==> src/twu_defines.svh <==
// Register map, field positions, reset values and timing counts
// of the timer/watchdog unit.
// Assumes an 8-bit register port with byte offsets as printed.
`ifndef TWU_DEFINES_SVH
`define TWU_DEFINES_SVH

`define TWU_ADDR_W          8
`define TWU_OFF_CNT_HIGH    8'hF8
`define TWU_OFF_CNT_LOW     8'hF9
`define TWU_OFF_PRESCALER   8'hFA
`define TWU_OFF_CONTROL     8'hFB
`define TWU_OFF_WAIT_CTRL   8'hFC
`define TWU_OFF_EXT_VECTOR  8'hF6
`define TWU_OFF_FLAGS       8'hF2

`define TWU_RST_CNT_HIGH    8'hFF
`define TWU_RST_CNT_LOW     8'hFF
`define TWU_RST_PRESCALER   8'hFF
`define TWU_RST_CONTROL     8'h12
`define TWU_RST_WAIT_CTRL   8'h7F
`define TWU_RST_EXT_VECTOR  8'h06
`define TWU_WDG_CONSTANT    16'hFFFF

`define TWU_CTL_START       7
`define TWU_CTL_SINGLE      6
`define TWU_CTL_MODE_A      5
`define TWU_CTL_MODE_B      4
`define TWU_CTL_IN_EN       3
`define TWU_CTL_OUT_MODE    2
`define TWU_CTL_PWM_LEVEL   1
`define TWU_CTL_OUT_EN      0
`define TWU_WCR_WDG_EN_N    6
`define TWU_EIV_TOP_SEL     2
`define TWU_EIV_A0_SEL      1
`define TWU_FLG_WDG_RESET   6
`define TWU_FLG_EOC_IRQ     0

`define TWU_INTERNAL_CLOCK_DIV      4
`define TWU_SYS_RESET_CYC   4

`endif

==> src/twu_pkg.sv <==
// Types shared by the timer/watchdog unit modules.
// Assumes twu_defines.svh for numeric constants.
package twu_pkg;
    typedef enum logic [1:0]
    {
        TWU_IN_EVENT   = 2'b00,
        TWU_IN_GATED   = 2'b01,
        TWU_IN_TRIG    = 2'b10,
        TWU_IN_RETRIG  = 2'b11
    } twu_in_mode_t;

    typedef enum logic [1:0]
    {
        TWU_ST_IDLE    = 2'b00,
        TWU_ST_ARMED   = 2'b01,
        TWU_ST_RUN     = 2'b11
    } twu_run_state_t;
endpackage

==> src/twu_tick_if.sv <==
`timescale 1ns/1ns
// Tick carrier between the top and its prescaler/divider.
// Assumes both ends share ref_clk_i.
interface twu_tick_if;
    logic       run;
    logic       restart;
    logic [7:0] pre_value;
    logic       div_tick;
    logic       cnt_tick;
    modport ctrl (output run, output restart, output pre_value,
                  input div_tick, input cnt_tick);
    modport tick (input run, input restart, input pre_value,
                  output div_tick, output cnt_tick);
endinterface

==> src/twu_tick_gen.sv <==
`timescale 1ns/1ns
// Internal clock divider by four and the 8-bit prescaler.
// Assumes run is high only in cycles where a count source is active.
module twu_tick_gen
    import twu_pkg::*;
(
    // Clock and reset
    input  wire logic   ref_clk_i,
    input  wire logic   reset_n_i,
    input  wire logic   clk_en_i,
    // Control side
    twu_tick_if.tick    tick
);
`include "twu_defines.svh"

    logic [1:0] div_q;
    logic [7:0] pre_q;
    logic       wrap;

    // Internal clock divided by four
    always_ff @(posedge ref_clk_i or negedge reset_n_i)
    begin
        if (!reset_n_i)
            div_q <= 2'h0;
        else if (clk_en_i)
            div_q <= (div_q == 2'(`TWU_INTERNAL_CLOCK_DIV - 1)) ? 2'h0
                                                      : div_q + 2'h1;
    end

    assign tick.div_tick = (div_q == 2'(`TWU_INTERNAL_CLOCK_DIV - 1));

    // Divide by value plus one; a new value acts at once
    assign wrap = (pre_q >= tick.pre_value);

    always_ff @(posedge ref_clk_i or negedge reset_n_i)
    begin
        if (!reset_n_i)
            pre_q <= 8'h00;
        else if (clk_en_i)
        begin
            if (tick.restart)
                pre_q <= 8'h00;
            else if (tick.run)
                pre_q <= wrap ? 8'h00 : pre_q + 8'h01;
        end
    end

    // One counter step per full prescaler period
    assign tick.cnt_tick = tick.run && wrap;
endmodule // twu_tick_gen

==> src/twu_timer_watchdog.sv <==
// Chosen here: strobed register access.
`timescale 1ns/1ns
// Top of the timer/watchdog unit: registers, counter, input modes,
// output modes, end-of-count interrupt routing and watchdog reset.
// Assumes ref_clk_i is the internal clock; pins are asynchronous.
//
// Summary of operation
// Continuous mode reloads at end of count and runs until start bit clears.
// Input enable counts pin pulses; otherwise counts internal clock over four.
// Event mode counts each falling edge of the count input.
// Source spaces event edges at least eight internal clock periods.
// Event counting starts at the first edge after start; stops on clear.
// Gated mode counts clock over four only while input is high.
// Triggerable mode starts on falling edge after start bit is set.
// Retriggerable edges reload the count while running; ignored when stopped.
// Output disabled holds the timer pin high.
// Square-wave mode toggles the output on every end of count.
// PWM mode copies the level bit to the output at end of count.
// Hardware select low enables watchdog after external reset only.
// Hardware watchdog fixes the constant at FFFFh; enable bit ignored.
// Watchdog enable bit, once cleared by software, cannot be set again.
// Clearing the enable bit starts counting regardless of start bit.
// In watchdog mode only the prescaler constant may change.
// Watchdog end of count generates a system reset.
// Watchdog reset sets flag bit six of the flag register.
// Writing AAh then 55h to the low register reloads the watchdog.
// Watchdog counts continuously on internal clock, ignoring mode bits.
// Enabled end-of-count interrupt requests on every end of count.
// Select bits route end of count or pin; watchdog makes traps.
// New constant applies at next end of count; prescaler immediately.
// Single mode stops, reloads and clears start bit at end of count.
// End of count is detected when the counter is zero.
// Prescaler divides by its value plus one.
// Counter decrements once per full prescaler period.
module twu_timer_watchdog
    import twu_pkg::*;
(
    // Clock, reset and enable
    input  wire logic        ref_clk_i,
    input  wire logic        reset_n_i,
    input  wire logic        clk_en_i,
    // Register port
    input  wire logic [7:0]  addr_i,
    input  wire logic [7:0]  wdata_i,
    input  wire logic        wr_i,
    input  wire logic        rd_i,
    output logic      [7:0]  rdata_o,
    // Pins
    input  wire logic        count_input_pin_i,
    input  wire logic        hw_sw_select_pin_i,
    input  wire logic        ext_int_pin_i,
    input  wire logic        nmi_pin_i,
    output logic             timer_output_pin_o,
    // Interrupt and reset requests
    input  wire logic        eoc_irq_en_i,
    output logic             channel_a0_interrupt_o,
    output logic             top_level_interrupt_o,
    output logic             sys_reset_req_o
);
`include "twu_defines.svh"

    twu_tick_if tk ();

    logic [7:0]  cnt_high_q, cnt_low_q, pre_q, ctl_q;
    logic        wdg_en_n_q, top_sel_q, a0_sel_q;
    logic [15:0] count_q;
    logic        reload_pend_q, aa_seen_q, wdg_flag_q, hw_wdg_q;
    logic        hw_sync1_q, hw_sync2_q, strap_done_q;
    logic [1:0]  strap_wait_q;
    logic        in_sync1_q, in_sync2_q, in_prev_q;
    logic        out_q, a0_q, top_q, rst_q;
    logic [2:0]  rst_cnt_q;
    twu_run_state_t state_q;

    logic        wdg_mode, fall, eoc, in_en, wr_low, wr_high;
    logic        start_bit, start_rise, start_prev_q, retrig;
    twu_in_mode_t mode;

    assign wdg_mode  = hw_wdg_q || !wdg_en_n_q;
    assign in_en     = ctl_q[`TWU_CTL_IN_EN] && !wdg_mode;
    assign mode      = twu_in_mode_t'({ctl_q[`TWU_CTL_MODE_A],
                                       ctl_q[`TWU_CTL_MODE_B]});
    assign start_bit = ctl_q[`TWU_CTL_START];
    assign fall      = in_prev_q && !in_sync2_q;
    assign wr_low    = wr_i && (addr_i == `TWU_OFF_CNT_LOW);
    assign wr_high   = wr_i && (addr_i == `TWU_OFF_CNT_HIGH);
    assign start_rise = start_bit && !start_prev_q;

    // Pin synchronisers: the second stage feeds all logic
    always_ff @(posedge ref_clk_i or negedge reset_n_i)
    begin
        if (!reset_n_i)
        begin
            in_sync1_q <= 1'b1;
            in_sync2_q <= 1'b1;
            in_prev_q  <= 1'b1;
            hw_sync1_q <= 1'b1;
            hw_sync2_q <= 1'b1;
        end
        else if (clk_en_i)
        begin
            in_sync1_q <= count_input_pin_i;
            in_sync2_q <= in_sync1_q;
            in_prev_q  <= in_sync2_q;
            hw_sync1_q <= hw_sync_select();
            hw_sync2_q <= hw_sync1_q;
        end
    end

    function automatic logic hw_sync_select();
        return hw_sw_select_pin_i;
    endfunction

    // Strap caught after external reset; internal resets leave it
    // Waits until the synchroniser holds the pin, not its reset value
    always_ff @(posedge ref_clk_i or negedge reset_n_i)
    begin
        if (!reset_n_i)
        begin
            hw_wdg_q     <= 1'b0;
            strap_done_q <= 1'b0;
            strap_wait_q <= 2'h0;
        end
        else if (clk_en_i && !strap_done_q)
        begin
            if (strap_wait_q != 2'h2)
                strap_wait_q <= strap_wait_q + 2'h1;
            else
            begin
                hw_wdg_q     <= !hw_sync2_q;
                strap_done_q <= 1'b1;
            end
        end
    end

    // Run state per input mode
    always_ff @(posedge ref_clk_i or negedge reset_n_i)
    begin
        if (!reset_n_i)
        begin
            state_q      <= TWU_ST_IDLE;
            start_prev_q <= 1'b0;
        end
        else if (clk_en_i)
        begin
            start_prev_q <= start_bit;
            if (wdg_mode)
                state_q <= TWU_ST_RUN;
            else if (!start_bit)
                state_q <= TWU_ST_IDLE;
            else if (state_q == TWU_ST_IDLE)
                state_q <= (in_en && (mode == TWU_IN_EVENT ||
                            mode == TWU_IN_TRIG)) ? TWU_ST_ARMED
                                                   : TWU_ST_RUN;
            else if (state_q == TWU_ST_ARMED && fall)
                state_q <= TWU_ST_RUN;
        end
    end

    // Count source selection
    always_comb
    begin
        tk.run = 1'b0;
        if (state_q == TWU_ST_RUN)
        begin
            if (!in_en)
                tk.run = tk.div_tick;
            else
                case (mode)
                    TWU_IN_EVENT:  tk.run = fall;
                    TWU_IN_GATED:  tk.run = tk.div_tick && in_sync2_q;
                    TWU_IN_TRIG,
                    TWU_IN_RETRIG: tk.run = tk.div_tick;
                    default:       tk.run = 1'b0;
                endcase
        end
        else if (state_q == TWU_ST_ARMED && in_en && mode == TWU_IN_EVENT)
            tk.run = fall;
    end

    // Retrigger ignored unless running
    assign retrig     = in_en && mode == TWU_IN_RETRIG && fall &&
                        state_q == TWU_ST_RUN;
    assign tk.restart = retrig;
    assign tk.pre_value = pre_q;
    // End of count at zero
    assign eoc = tk.cnt_tick && (count_q == 16'h0000);

    twu_tick_gen u_tick
    (
        .ref_clk_i (ref_clk_i),
        .reset_n_i (reset_n_i),
        .clk_en_i  (clk_en_i),
        .tick      (tk)
    );

    // Software registers
    always_ff @(posedge ref_clk_i or negedge reset_n_i)
    begin
        if (!reset_n_i)
        begin
            cnt_high_q <= `TWU_RST_CNT_HIGH;
            cnt_low_q  <= `TWU_RST_CNT_LOW;
            pre_q      <= `TWU_RST_PRESCALER;
            ctl_q      <= `TWU_RST_CONTROL;
            wdg_en_n_q <= 1'b1;
            top_sel_q  <= 1'b1;
            a0_sel_q   <= 1'b1;
        end
        else if (clk_en_i)
        begin
            // Prescaler always writable
            if (wr_i && addr_i == `TWU_OFF_PRESCALER)
                pre_q <= wdata_i;
            // Constant frozen in watchdog mode
            if (wr_high && !wdg_mode)
                cnt_high_q <= wdata_i;
            if (wr_low && !wdg_mode)
                cnt_low_q <= wdata_i;
            if (wr_i && addr_i == `TWU_OFF_CONTROL)
                ctl_q <= wdata_i;
            else if (eoc && ctl_q[`TWU_CTL_SINGLE] && !wdg_mode)
                ctl_q[`TWU_CTL_START] <= 1'b0;
            // Enable bit can only be cleared
            if (wr_i && addr_i == `TWU_OFF_WAIT_CTRL &&
                !wdata_i[`TWU_WCR_WDG_EN_N])
                wdg_en_n_q <= 1'b0;
            if (wr_i && addr_i == `TWU_OFF_EXT_VECTOR)
            begin
                top_sel_q <= wdata_i[`TWU_EIV_TOP_SEL];
                a0_sel_q  <= wdata_i[`TWU_EIV_A0_SEL];
            end
        end
    end

    // Refresh sequence tracking
    always_ff @(posedge ref_clk_i or negedge reset_n_i)
    begin
        if (!reset_n_i)
            aa_seen_q <= 1'b0;
        else if (clk_en_i && wr_low)
            aa_seen_q <= (wdata_i == 8'hAA);
    end

    // Constant written while stopped loads at restart, else at next EOC
    always_ff @(posedge ref_clk_i or negedge reset_n_i)
    begin
        if (!reset_n_i)
            reload_pend_q <= 1'b0;
        else if (clk_en_i)
        begin
            if ((wr_high || wr_low) && !wdg_mode)
                reload_pend_q <= 1'b1;
            else if (eoc || (start_rise && reload_pend_q))
                reload_pend_q <= 1'b0;
        end
    end

    // Down counter
    always_ff @(posedge ref_clk_i or negedge reset_n_i)
    begin
        if (!reset_n_i)
            count_q <= `TWU_WDG_CONSTANT;
        else if (clk_en_i)
        begin
            if (hw_wdg_q && (eoc || (wr_low && aa_seen_q &&
                wdata_i == 8'h55)))
                count_q <= `TWU_WDG_CONSTANT;
            else if (wdg_mode && wr_low && aa_seen_q &&
                     wdata_i == 8'h55)
                count_q <= {cnt_high_q, cnt_low_q};
            else if (eoc || retrig || (start_rise && reload_pend_q) ||
                     (wr_i && addr_i == `TWU_OFF_WAIT_CTRL &&
                      !wdata_i[`TWU_WCR_WDG_EN_N] && !wdg_mode))
                count_q <= {cnt_high_q, cnt_low_q};  // see R01
            else if (tk.cnt_tick)
                count_q <= count_q - 16'h0001;
        end
    end

    // Timer output: high when disabled
    always_ff @(posedge ref_clk_i or negedge reset_n_i)
    begin
        if (!reset_n_i)
            out_q <= 1'b1;
        else if (clk_en_i)
        begin
            if (!ctl_q[`TWU_CTL_OUT_EN])
                out_q <= 1'b1;
            else if (eoc)
                out_q <= ctl_q[`TWU_CTL_OUT_MODE]
                       ? ctl_q[`TWU_CTL_PWM_LEVEL] : !out_q;
        end
    end

    // Interrupt routing; timer sources vanish in watchdog mode,
    // where only the ext_int_pin_i and nmi_pin_i sources remain
    always_ff @(posedge ref_clk_i or negedge reset_n_i)
    begin
        if (!reset_n_i)
        begin
            a0_q  <= 1'b0;
            top_q <= 1'b0;
        end
        else if (clk_en_i)
        begin
            a0_q  <= a0_sel_q ? ext_int_pin_i
                              : (eoc && eoc_irq_en_i && !wdg_mode);
            top_q <= top_sel_q ? nmi_pin_i
                               : (eoc && eoc_irq_en_i && !wdg_mode);
        end
    end

    // Watchdog system reset pulse and its flag
    always_ff @(posedge ref_clk_i or negedge reset_n_i)
    begin
        if (!reset_n_i)
        begin
            rst_q      <= 1'b0;
            rst_cnt_q  <= 3'h0;
            wdg_flag_q <= 1'b0;
        end
        else if (clk_en_i)
        begin
            if (wdg_mode && eoc)
            begin
                rst_q      <= 1'b1;
                rst_cnt_q  <= 3'(`TWU_SYS_RESET_CYC);
                wdg_flag_q <= 1'b1;
            end
            else if (rst_cnt_q != 3'h0)
                rst_cnt_q <= rst_cnt_q - 3'h1;
            else
                rst_q <= 1'b0;
            if (wr_i && addr_i == `TWU_OFF_FLAGS &&
                !wdata_i[`TWU_FLG_WDG_RESET] && !(wdg_mode && eoc))
                wdg_flag_q <= 1'b0;
        end
    end

    // Read port, one cycle latency
    always_ff @(posedge ref_clk_i or negedge reset_n_i)
    begin
        if (!reset_n_i)
            rdata_o <= 8'h00;
        else if (clk_en_i)
        begin
            rdata_o <= 8'h00;
            if (rd_i)
                case (addr_i)
                    `TWU_OFF_CNT_HIGH:   rdata_o <= count_q[15:8];
                    `TWU_OFF_CNT_LOW:    rdata_o <= count_q[7:0];
                    `TWU_OFF_PRESCALER:  rdata_o <= pre_q;
                    `TWU_OFF_CONTROL:    rdata_o <= ctl_q;
                    `TWU_OFF_WAIT_CTRL:  rdata_o <= {1'b0, wdg_en_n_q,
                                                     6'h3F};
                    `TWU_OFF_EXT_VECTOR: rdata_o <= {5'h00, top_sel_q,
                                                     a0_sel_q, 1'b0};
                    `TWU_OFF_FLAGS:      rdata_o <= {1'b0, wdg_flag_q,
                                                     6'h00};
                    default:             rdata_o <= 8'h00;
                endcase
        end
    end

    assign timer_output_pin_o     = out_q;
    assign channel_a0_interrupt_o = a0_q;
    assign top_level_interrupt_o  = top_q;
    assign sys_reset_req_o        = rst_q;

    wdg_lock_a: assert property (@(posedge ref_clk_i) disable iff (!reset_n_i)
        $fell(wdg_en_n_q) |=> always_low_check())
        else $error("watchdog enable bit set again");
    function automatic logic always_low_check();
        return !wdg_en_n_q;
    endfunction

    eoc_reset_a: assert property (@(posedge ref_clk_i) disable iff (!reset_n_i)
        (clk_en_i && wdg_mode && eoc) |=> rst_q && wdg_flag_q)
        else $error("no system reset at watchdog end of count");

    out_idle_a: assert property (@(posedge ref_clk_i) disable iff (!reset_n_i)
        (clk_en_i && !ctl_q[`TWU_CTL_OUT_EN]) |=> out_q)
        else $error("timer output not high while disabled");

    square_a: assert property (@(posedge ref_clk_i) disable iff (!reset_n_i)
        (clk_en_i && eoc && ctl_q[`TWU_CTL_OUT_EN] &&
         !ctl_q[`TWU_CTL_OUT_MODE]) |=> out_q != $past(out_q))
        else $error("square wave did not toggle");

    pwm_copy_a: assert property (@(posedge ref_clk_i) disable iff (!reset_n_i)
        (clk_en_i && eoc && ctl_q[`TWU_CTL_OUT_EN] &&
         ctl_q[`TWU_CTL_OUT_MODE]) |=> out_q == $past(ctl_q[1]))
        else $error("pwm level not copied");

    single_stop_a: assert property (@(posedge ref_clk_i) disable iff (!reset_n_i)
        (clk_en_i && eoc && ctl_q[6] && !wdg_mode && !wr_i)
        |=> !ctl_q[`TWU_CTL_START])
        else $error("single mode did not clear start bit");

    frozen_const_a: assert property (@(posedge ref_clk_i) disable iff (!reset_n_i)
        (clk_en_i && wdg_mode) |=> $stable(cnt_high_q))
        else $error("constant changed in watchdog mode");

    idle_still_a: assert property (@(posedge ref_clk_i) disable iff (!reset_n_i)
        (state_q == TWU_ST_IDLE && !wdg_mode) |-> !tk.cnt_tick)
        else $error("counter advanced while stopped");
endmodule // twu_timer_watchdog
==> config.mk <==
export PLATFORM = sky130hd
export DESIGN_NAME = twu_timer_watchdog
export DESIGN_NICKNAME = d
export VERILOG_FILES = /design/src/twu_pkg.sv /design/src/twu_tick_if.sv /design/src/twu_tick_gen.sv /design/src/twu_timer_watchdog.sv
export VERILOG_INCLUDE_DIRS = /design/src
export SDC_FILE = /design/constraint.sdc
export NUM_CORES = 1
export LEC_CHECK = 0
export ABC_AREA = 1
export BUFFER_PORTS_ARGS = -buffer_cell sky130_fd_sc_hd__clkbuf_2
export CAP_MARGIN = 25
export CORE_UTILIZATION = 45
export CTS_CLUSTER_DIAMETER = 200
export CTS_CLUSTER_SIZE = 8
export DETAILED_ROUTE_END_ITERATION = 8
export HOLD_SLACK_MARGIN = 0.15
export PLACE_DENSITY = 0.72
export SYNTH_ARGS = -nofsm -noshare
export SYNTH_HDL_FRONTEND = slang
export SYNTH_SLANG_ARGS = --single-unit
==> constraint.sdc <==
create_clock -name ref_clk_i -period 2.65 [get_ports ref_clk_i]
set_clock_uncertainty 0.1 [all_clocks]
set_input_delay 0.265 -clock ref_clk_i [delete_from_list [all_inputs] [get_ports ref_clk_i]]
set_output_delay 0.265 -clock ref_clk_i [all_outputs]
set_load 0.01 [all_outputs]
# After elaboration in Yosys (flattened, before gate mapping)
# Index checks and enable logic that the tools add are counted.
[word_totals] ram_bits=0 romBits=0 regBits=91 latch_bits=0 memories=0 elab_cells=176
[op_classes] div_mod_pow=0 shift=0 add_sub_neg=5 n_eq_ne=19 n_mux=34 n_reduce_logical=86 multipliers=0 n_lt_le_gt_ge=1 n_bitwise=1
[ops] operator="$eq 8x8->1 const B" count=8
[ops] operator="$mux 16" count=4
[ops] operator="$pmux 8 s7" count=1
[ops] operator="$logic_and 1x1->1" count=41
[ops] operator="$reduce_and 2->1" count=17
[ops] operator="$mux 8" count=4
[ops] operator="$logic_not 16->1" count=1
[ops] operator="$mux 1" count=16
[ops] operator="$sub 16x1->16 const B" count=1
[ops] operator="$mux 2" count=6
[ops] operator="$reduce_bool 2->1" count=5
[ops] operator="$logic_not 1->1" count=9
[ops] operator="$add 8x1->8 const B" count=1
[ops] operator="$eq 2x2->1 const B" count=4
[ops] operator="$eq 8x7->1 const B" count=1
[ops] operator="$ge 8x8->1" count=1
[ops] operator="$logic_or 1x1->1" count=8
[ops] operator="$mux 3" count=2
[ops] operator="$add 2x1->2 const B" count=2
[ops] operator="$eq 2x1->1 const B" count=2
[ops] operator="$logic_not 2->1" count=2
[ops] operator="$ne 2x2->1 const B" count=2
[ops] operator="$ne 4x1->1 const B" count=1
[ops] operator="$reduce_bool 4->1" count=1
[ops] operator="other kinds (6)" count=6

# Depth between registers and ports, before layout
[depth] word_depth=16 ltp_mapped=15 depth_no_buf=15

# Cells and area by module
# A second synthesis with hierarchy kept.
[unflattened] cells_unflattened=699 hier_area_um2=5323.9
[by_module_without_submodules] module="twu_timer_watchdog" cells_each=599 instances=1 area_per_inst_um2=4551.9
[by_module_without_submodules] module="twu_tick_gen" cells_each=100 instances=1 area_per_inst_um2=772.0

# Worst setup path before layout
# OpenSTA, ideal clock, no wires.
[synth_path] path_kind="register -> register" startpoint="register pre_q[3]" endpoint="register count_q[8]" path_buffers=1 path_stages_with_launch=15 path_slack_ns=0.522 t_arrival_ns=1.967 cell_sequence="dfstp_2 -> inv_1 -> ha_1 -> nand2_1 -> nor2_1 -> nor2_1 -> nand2_1 -> nand2_1 -> nand2_1 -> nand3_4 -> nand3_4 -> o21ai_4 -> buf_6 -> nand2_1 -> nand2_1"
[synth_between] elab_chain_cells=9 word_cells_on_any_way=13
[synth_rtl] item="start: declaration" line="twu_timer_watchdog.sv:64" text="logic [7:0] cnt_high_q, cnt_low_q, pre_q, ctl_q;"
[synth_rtl] item="start signal: assignment" line="twu_timer_watchdog.sv:204" text="pre_q <= `TWU_RST_PRESCALER;"
[synth_rtl] item="start signal: assignment" line="twu_timer_watchdog.sv:214" text="pre_q <= wdata_i;"
[synth_rtl] item="$ge 8x8->1 *" line="twu_tick_gen.sv:33" text="assign wrap = (pre_q >= tick.pre_value);"
[synth_rtl] item="$logic_and 1x1->1 *" line="twu_tick_gen.sv:49" text="assign tick.cnt_tick = tick.run && wrap;"
[synth_rtl] item="$logic_and 1x1->1" line="twu_timer_watchdog.sv:187" text="assign eoc = tk.cnt_tick && (count_q == 16'h0000);"
[synth_rtl] item="$logic_or 1x1->1 (3 in a row)" line="twu_timer_watchdog.sv:272" text="else if (eoc || retrig || (start_rise && reload_pend_q) ||"
[synth_rtl] item="$mux 16" line="twu_timer_watchdog.sv:272"
[synth_rtl] item="$mux 16" line="twu_timer_watchdog.sv:269" text="else if (wdg_mode && wr_low && aa_seen_q &&"
[synth_rtl] item="$mux 16" line="twu_timer_watchdog.sv:266" text="if (hw_wdg_q && (eoc || (wr_low && aa_seen_q &&"
[synth_rtl] item="end signal: assignment" line="twu_timer_watchdog.sv:268" text="count_q <= `TWU_WDG_CONSTANT;"
[synth_rtl] item="end signal: assignment" line="twu_timer_watchdog.sv:271" text="count_q <= {cnt_high_q, cnt_low_q};"
[synth_rtl] item="end signal: assignment" line="twu_timer_watchdog.sv:275" text="count_q <= {cnt_high_q, cnt_low_q};"
[synth_rtl] item="end: declaration" line="twu_timer_watchdog.sv:66" text="logic [15:0] count_q;"
# Mark *: on every way between the ends. The rest lies on a longest branch, timed or not.
# A chain may end at the register's enable or synchronous reset.

# Worst setup path in the final report
[layout_path] startpoint="input port wdata_i[5]" endpoint="register count_q[7]"
[layout_between] elab_chain_cells=6 word_cells_on_any_way=9
[layout_rtl] item="start: declaration" line="twu_timer_watchdog.sv:44" text="input wire logic [7:0] wdata_i,"
[layout_rtl] item="$eq 8x7->1 *" line="twu_timer_watchdog.sv:267, twu_timer_watchdog.sv:270"
[layout_rtl] item="$logic_and 1x1->1" line="twu_timer_watchdog.sv:266"
[layout_rtl] item="$logic_or 1x1->1" line="twu_timer_watchdog.sv:266"
[layout_rtl] item="$logic_and 1x1->1" line="twu_timer_watchdog.sv:266"
[layout_rtl] item="$reduce_bool 4->1 (no source line)"
[layout_rtl] item="$reduce_and 2->1 (no source line)"
[layout_rtl] item="end signal: assignment" line="twu_timer_watchdog.sv:263" text="count_q <= `TWU_WDG_CONSTANT;"
[layout_rtl] item="end signal: assignment" line="twu_timer_watchdog.sv:268"
[layout_rtl] item="end signal: assignment" line="twu_timer_watchdog.sv:271"
# Marks and branches as above.

==> summary.txt <==
RSZ-0062 raised after global routing: no
CTS Buffer Depth: 2
slowest stage cell, crit path: nor2_2
ranking of synthesized cells by area: dfstp_2 (26%), dfrtp_1 (19%), nand2_1 (16%)
cell taking the most area after synthesis: dfstp_2
Routed Antenna Nets: 0
Die Y: 109.7 um
num rows: 38
synth warn: 0
Iter 0 DRT Violations: 299
minimum clock period: 2496 ps
Antenna Cells: 0
Pwr Total: 4.931 mW
status: completed
Post-synth ARST share: 1.000
#FFs+latches synth: 91
final setup violation count: 0
post-synth top area share: 0.2567
leakage: 2.906 nW
Avg WL per Cell: 15.63 um
Max IR drop VDD: 0.4739 mV
Worst Path Max Fanout: 17
Register-to-Register Setup Slack: 160 ps
Overflow after GRT: 0
CTS Buf Count: 9
number of synthesized flops with an enable pin: 0
startpoint types: primary input
first-pass GRT wire length: 22880 um
critical path class: in -> reg
routed vias: 4771
Ports: 38
Post-layout nets: 778
Worst Path Arrival: 2690 ps
DRC Markers: 0
vias in the first global route: 4554
final hold vios: 0
Starting Density: 0.4712
worst skew pair latency: 350 ps
hold crit path type: in -> reg
pre-CTS WS: 151.2 ps
Synth Cell Area: 5220 um^2
Vias per Instance: 5.403
top cell family by delay on the critical path: simple AND/OR/NAND/NOR gates
Avg Cell Area, Syn: 7.543 um^2
post-route setup slack: 154.4 ps
sequential area share after synthesis: 0.4485
Final Wtd Congestion: 0.9503
Buf/Inv on CP: 2
CP required: 2850 ps
clk root buf: clkbuf_16
CP Cell Sequence: dlygate4sd3_1 -> clkbuf_2 -> nor2_1 -> nand3_1 -> nor2_1 -> nand2_1 -> nor2_1 -> nor2_2 -> nand3_4 -> o21ai_4 -> nand2_1 -> nand2_1
CTS tree: done
Setup Buffers After CTS: 0
power density cells: 828.6 nW/um^2
TritonCTS sink count: 91
fraction of layout cells with a size suffix above 1: 0.1830
fin. max-slew vios: 0
Final Instance Area: 5951 um^2
Die X: 109.7 um
library cells used by synthesis: 40
Max-slew headroom: 0.4907
CP peak stage delay: 590 ps
dpl cell area: 5565 um^2
CORE AREA: 11080 um^2
Total Routed Length: 13800 um
DRT Pass-1 Iters: 5
die area: 12040 um^2
Max Freq: 0.4007 GHz
antenna violations before repair: 0
setup TNS: 0 ps
Total GRT Usage: 0.2539
Detailed Place HPWL: 10100 um
Worst-path clk slew: 70 ps
IO buf count: 37
area grow syn2layout: 14.00%
largest net degree at the start of global routing: 69
CP endpoint kind: flip-flop
top_reg_cell synth: dfstp_2
number of max-cap violations: 0
Slew @ Worst Pin: 763.1 ps
syn nets: 732
H-Tree Level Count: 3
fin crit share: 0.9417
Gate Count Post-Synth: 692
stage by stage:
step                      utilization  hold slack (ps)  cells
after floorplan                     -           -130.6    692
after global placement         0.5024            89.56    859
after detailed placement       0.5024            103.4    859
after global routing           0.5372            204.6    883
after CTS                      0.5367            190.6    883
final                          0.5372            190.4    883
power breakdown:
group / switching [mW] / leakage [nW] / total, mW / internal [mW]
Sequential: 0.237 / 1.03 / 1.93 / 1.69
Clock: 0.573 / 0.150 / 1.31 / 0.738
Combinational: 1.04 / 1.72 / 1.69 / 0.655
Total: 1.85 / 2.91 / 4.93 / 3.08
worst min-delay path, cell delays in order:
cell and delay [ps]:
clkbuf_2 80, inv_1 70, buf_4 140, o21ai_0 80
cell usage after synthesis (9+ instances only):
| cell | instances |
|---|---|
| o21ai_0 | 52 |
| o22ai_1 | 9 |
| nand3_1 | 48 |
| clkbuf_1 | 11 |
| nand2_1 | 225 |
| nand4_1 | 29 |
| inv_1 | 75 |
| nor2_1 | 52 |
| dfrtp_1 | 40 |
| xor2_1 | 11 |
| a21oi_1 | 16 |
| dfstp_2 | 51 |
| ha_1 | 14 |
| nor3_1 | 11 |
cell usage in the layout, fill, tap and decap left out, types with 16 or more instances in the layout:
cell	instances
nor2_1	52
clkbuf_2	36
nand3_1	48
dfstp_2	51
dfrtp_1	40
a21oi_1	16
nand4_1	29
o21ai_0	52
inv_1	75
nand2_1	223
worst paths after layout:
path	cells after the start	to	startpoint
worst max-delay path	12	count_q[7]$_DFFE_PN1P_	wdata_i[5]
worst min-delay path	4	pre_q[0]$_DFFE_PN1P_	wdata_i[0]
worst max register to register	8	count_q[7]$_DFFE_PN1P_	wdg_en_n_q$_DFFE_PN1P_
worst min register to register	2	in_sync1_q$_DFFE_PN1P_	in_sync1_q$_DFFE_PN1P_
max in group asynchronous	3	pre_q[6]$_DFFE_PN1P_	reset_n_i
min in group asynchronous	2	u_tick.pre_q[4]$_DFFE_PN0P_	reset_n_i
area by class of cell:
cell class                 instances  area, um^2
inverter                          81       304.0
timing repair buffer              53       340.3
multi-input combinational        502        2490
sequential                        91        2341
clock inverter                     7       75.07
fill                            1037        5127
tap                              140       175.2
clock buffer                       9       225.2
state kept, by name, summed over array words and instances (netlist names), 2 cells and up:
register and cells:
cnt_high_q 8, strap_wait_q 2, u_tick.div_q 2, pre_q 8, rst_cnt_q 3, rdata_o 8
u_tick.pre_q 8, ctl_q 8, state_q 2, count_q 16, cnt_low_q 8
repair_timing:
item	in CTS	in global routing
gates resized for setup	0	2
setup endpoints to repair	0	20
endpoints found under the hold margin	70	0
hold buffers	8	0
routing by layer:
metal | part of all wire | vias up | GRT usage
li1 | - | 2340 | -
met1 | 0.45 | 2228 | 0.3439
met2 | 0.46 | 170 | 0.3926
met3 | 0.055 | 33 | 0.03912
met4 | 0.033 | 0 | 0.1343
met5 | 0 | - | 0
kinds of logic (layout without fill, tap and decap cells):
logic type                 Yosys count  in the layout  share of synthesized area
DFF                                 91             91                     0.4485
xor gates and xnor gates            13             13                    0.02181
and+or+nand+nor                    384            384                     0.3233
buffers and inverters               99            150                    0.07550
AOI/OAI and AO/OA                   91             91                    0.09732
adders and majority gates           14             14                    0.03356
No activity file was read; power rests on OpenSTA's default activity.
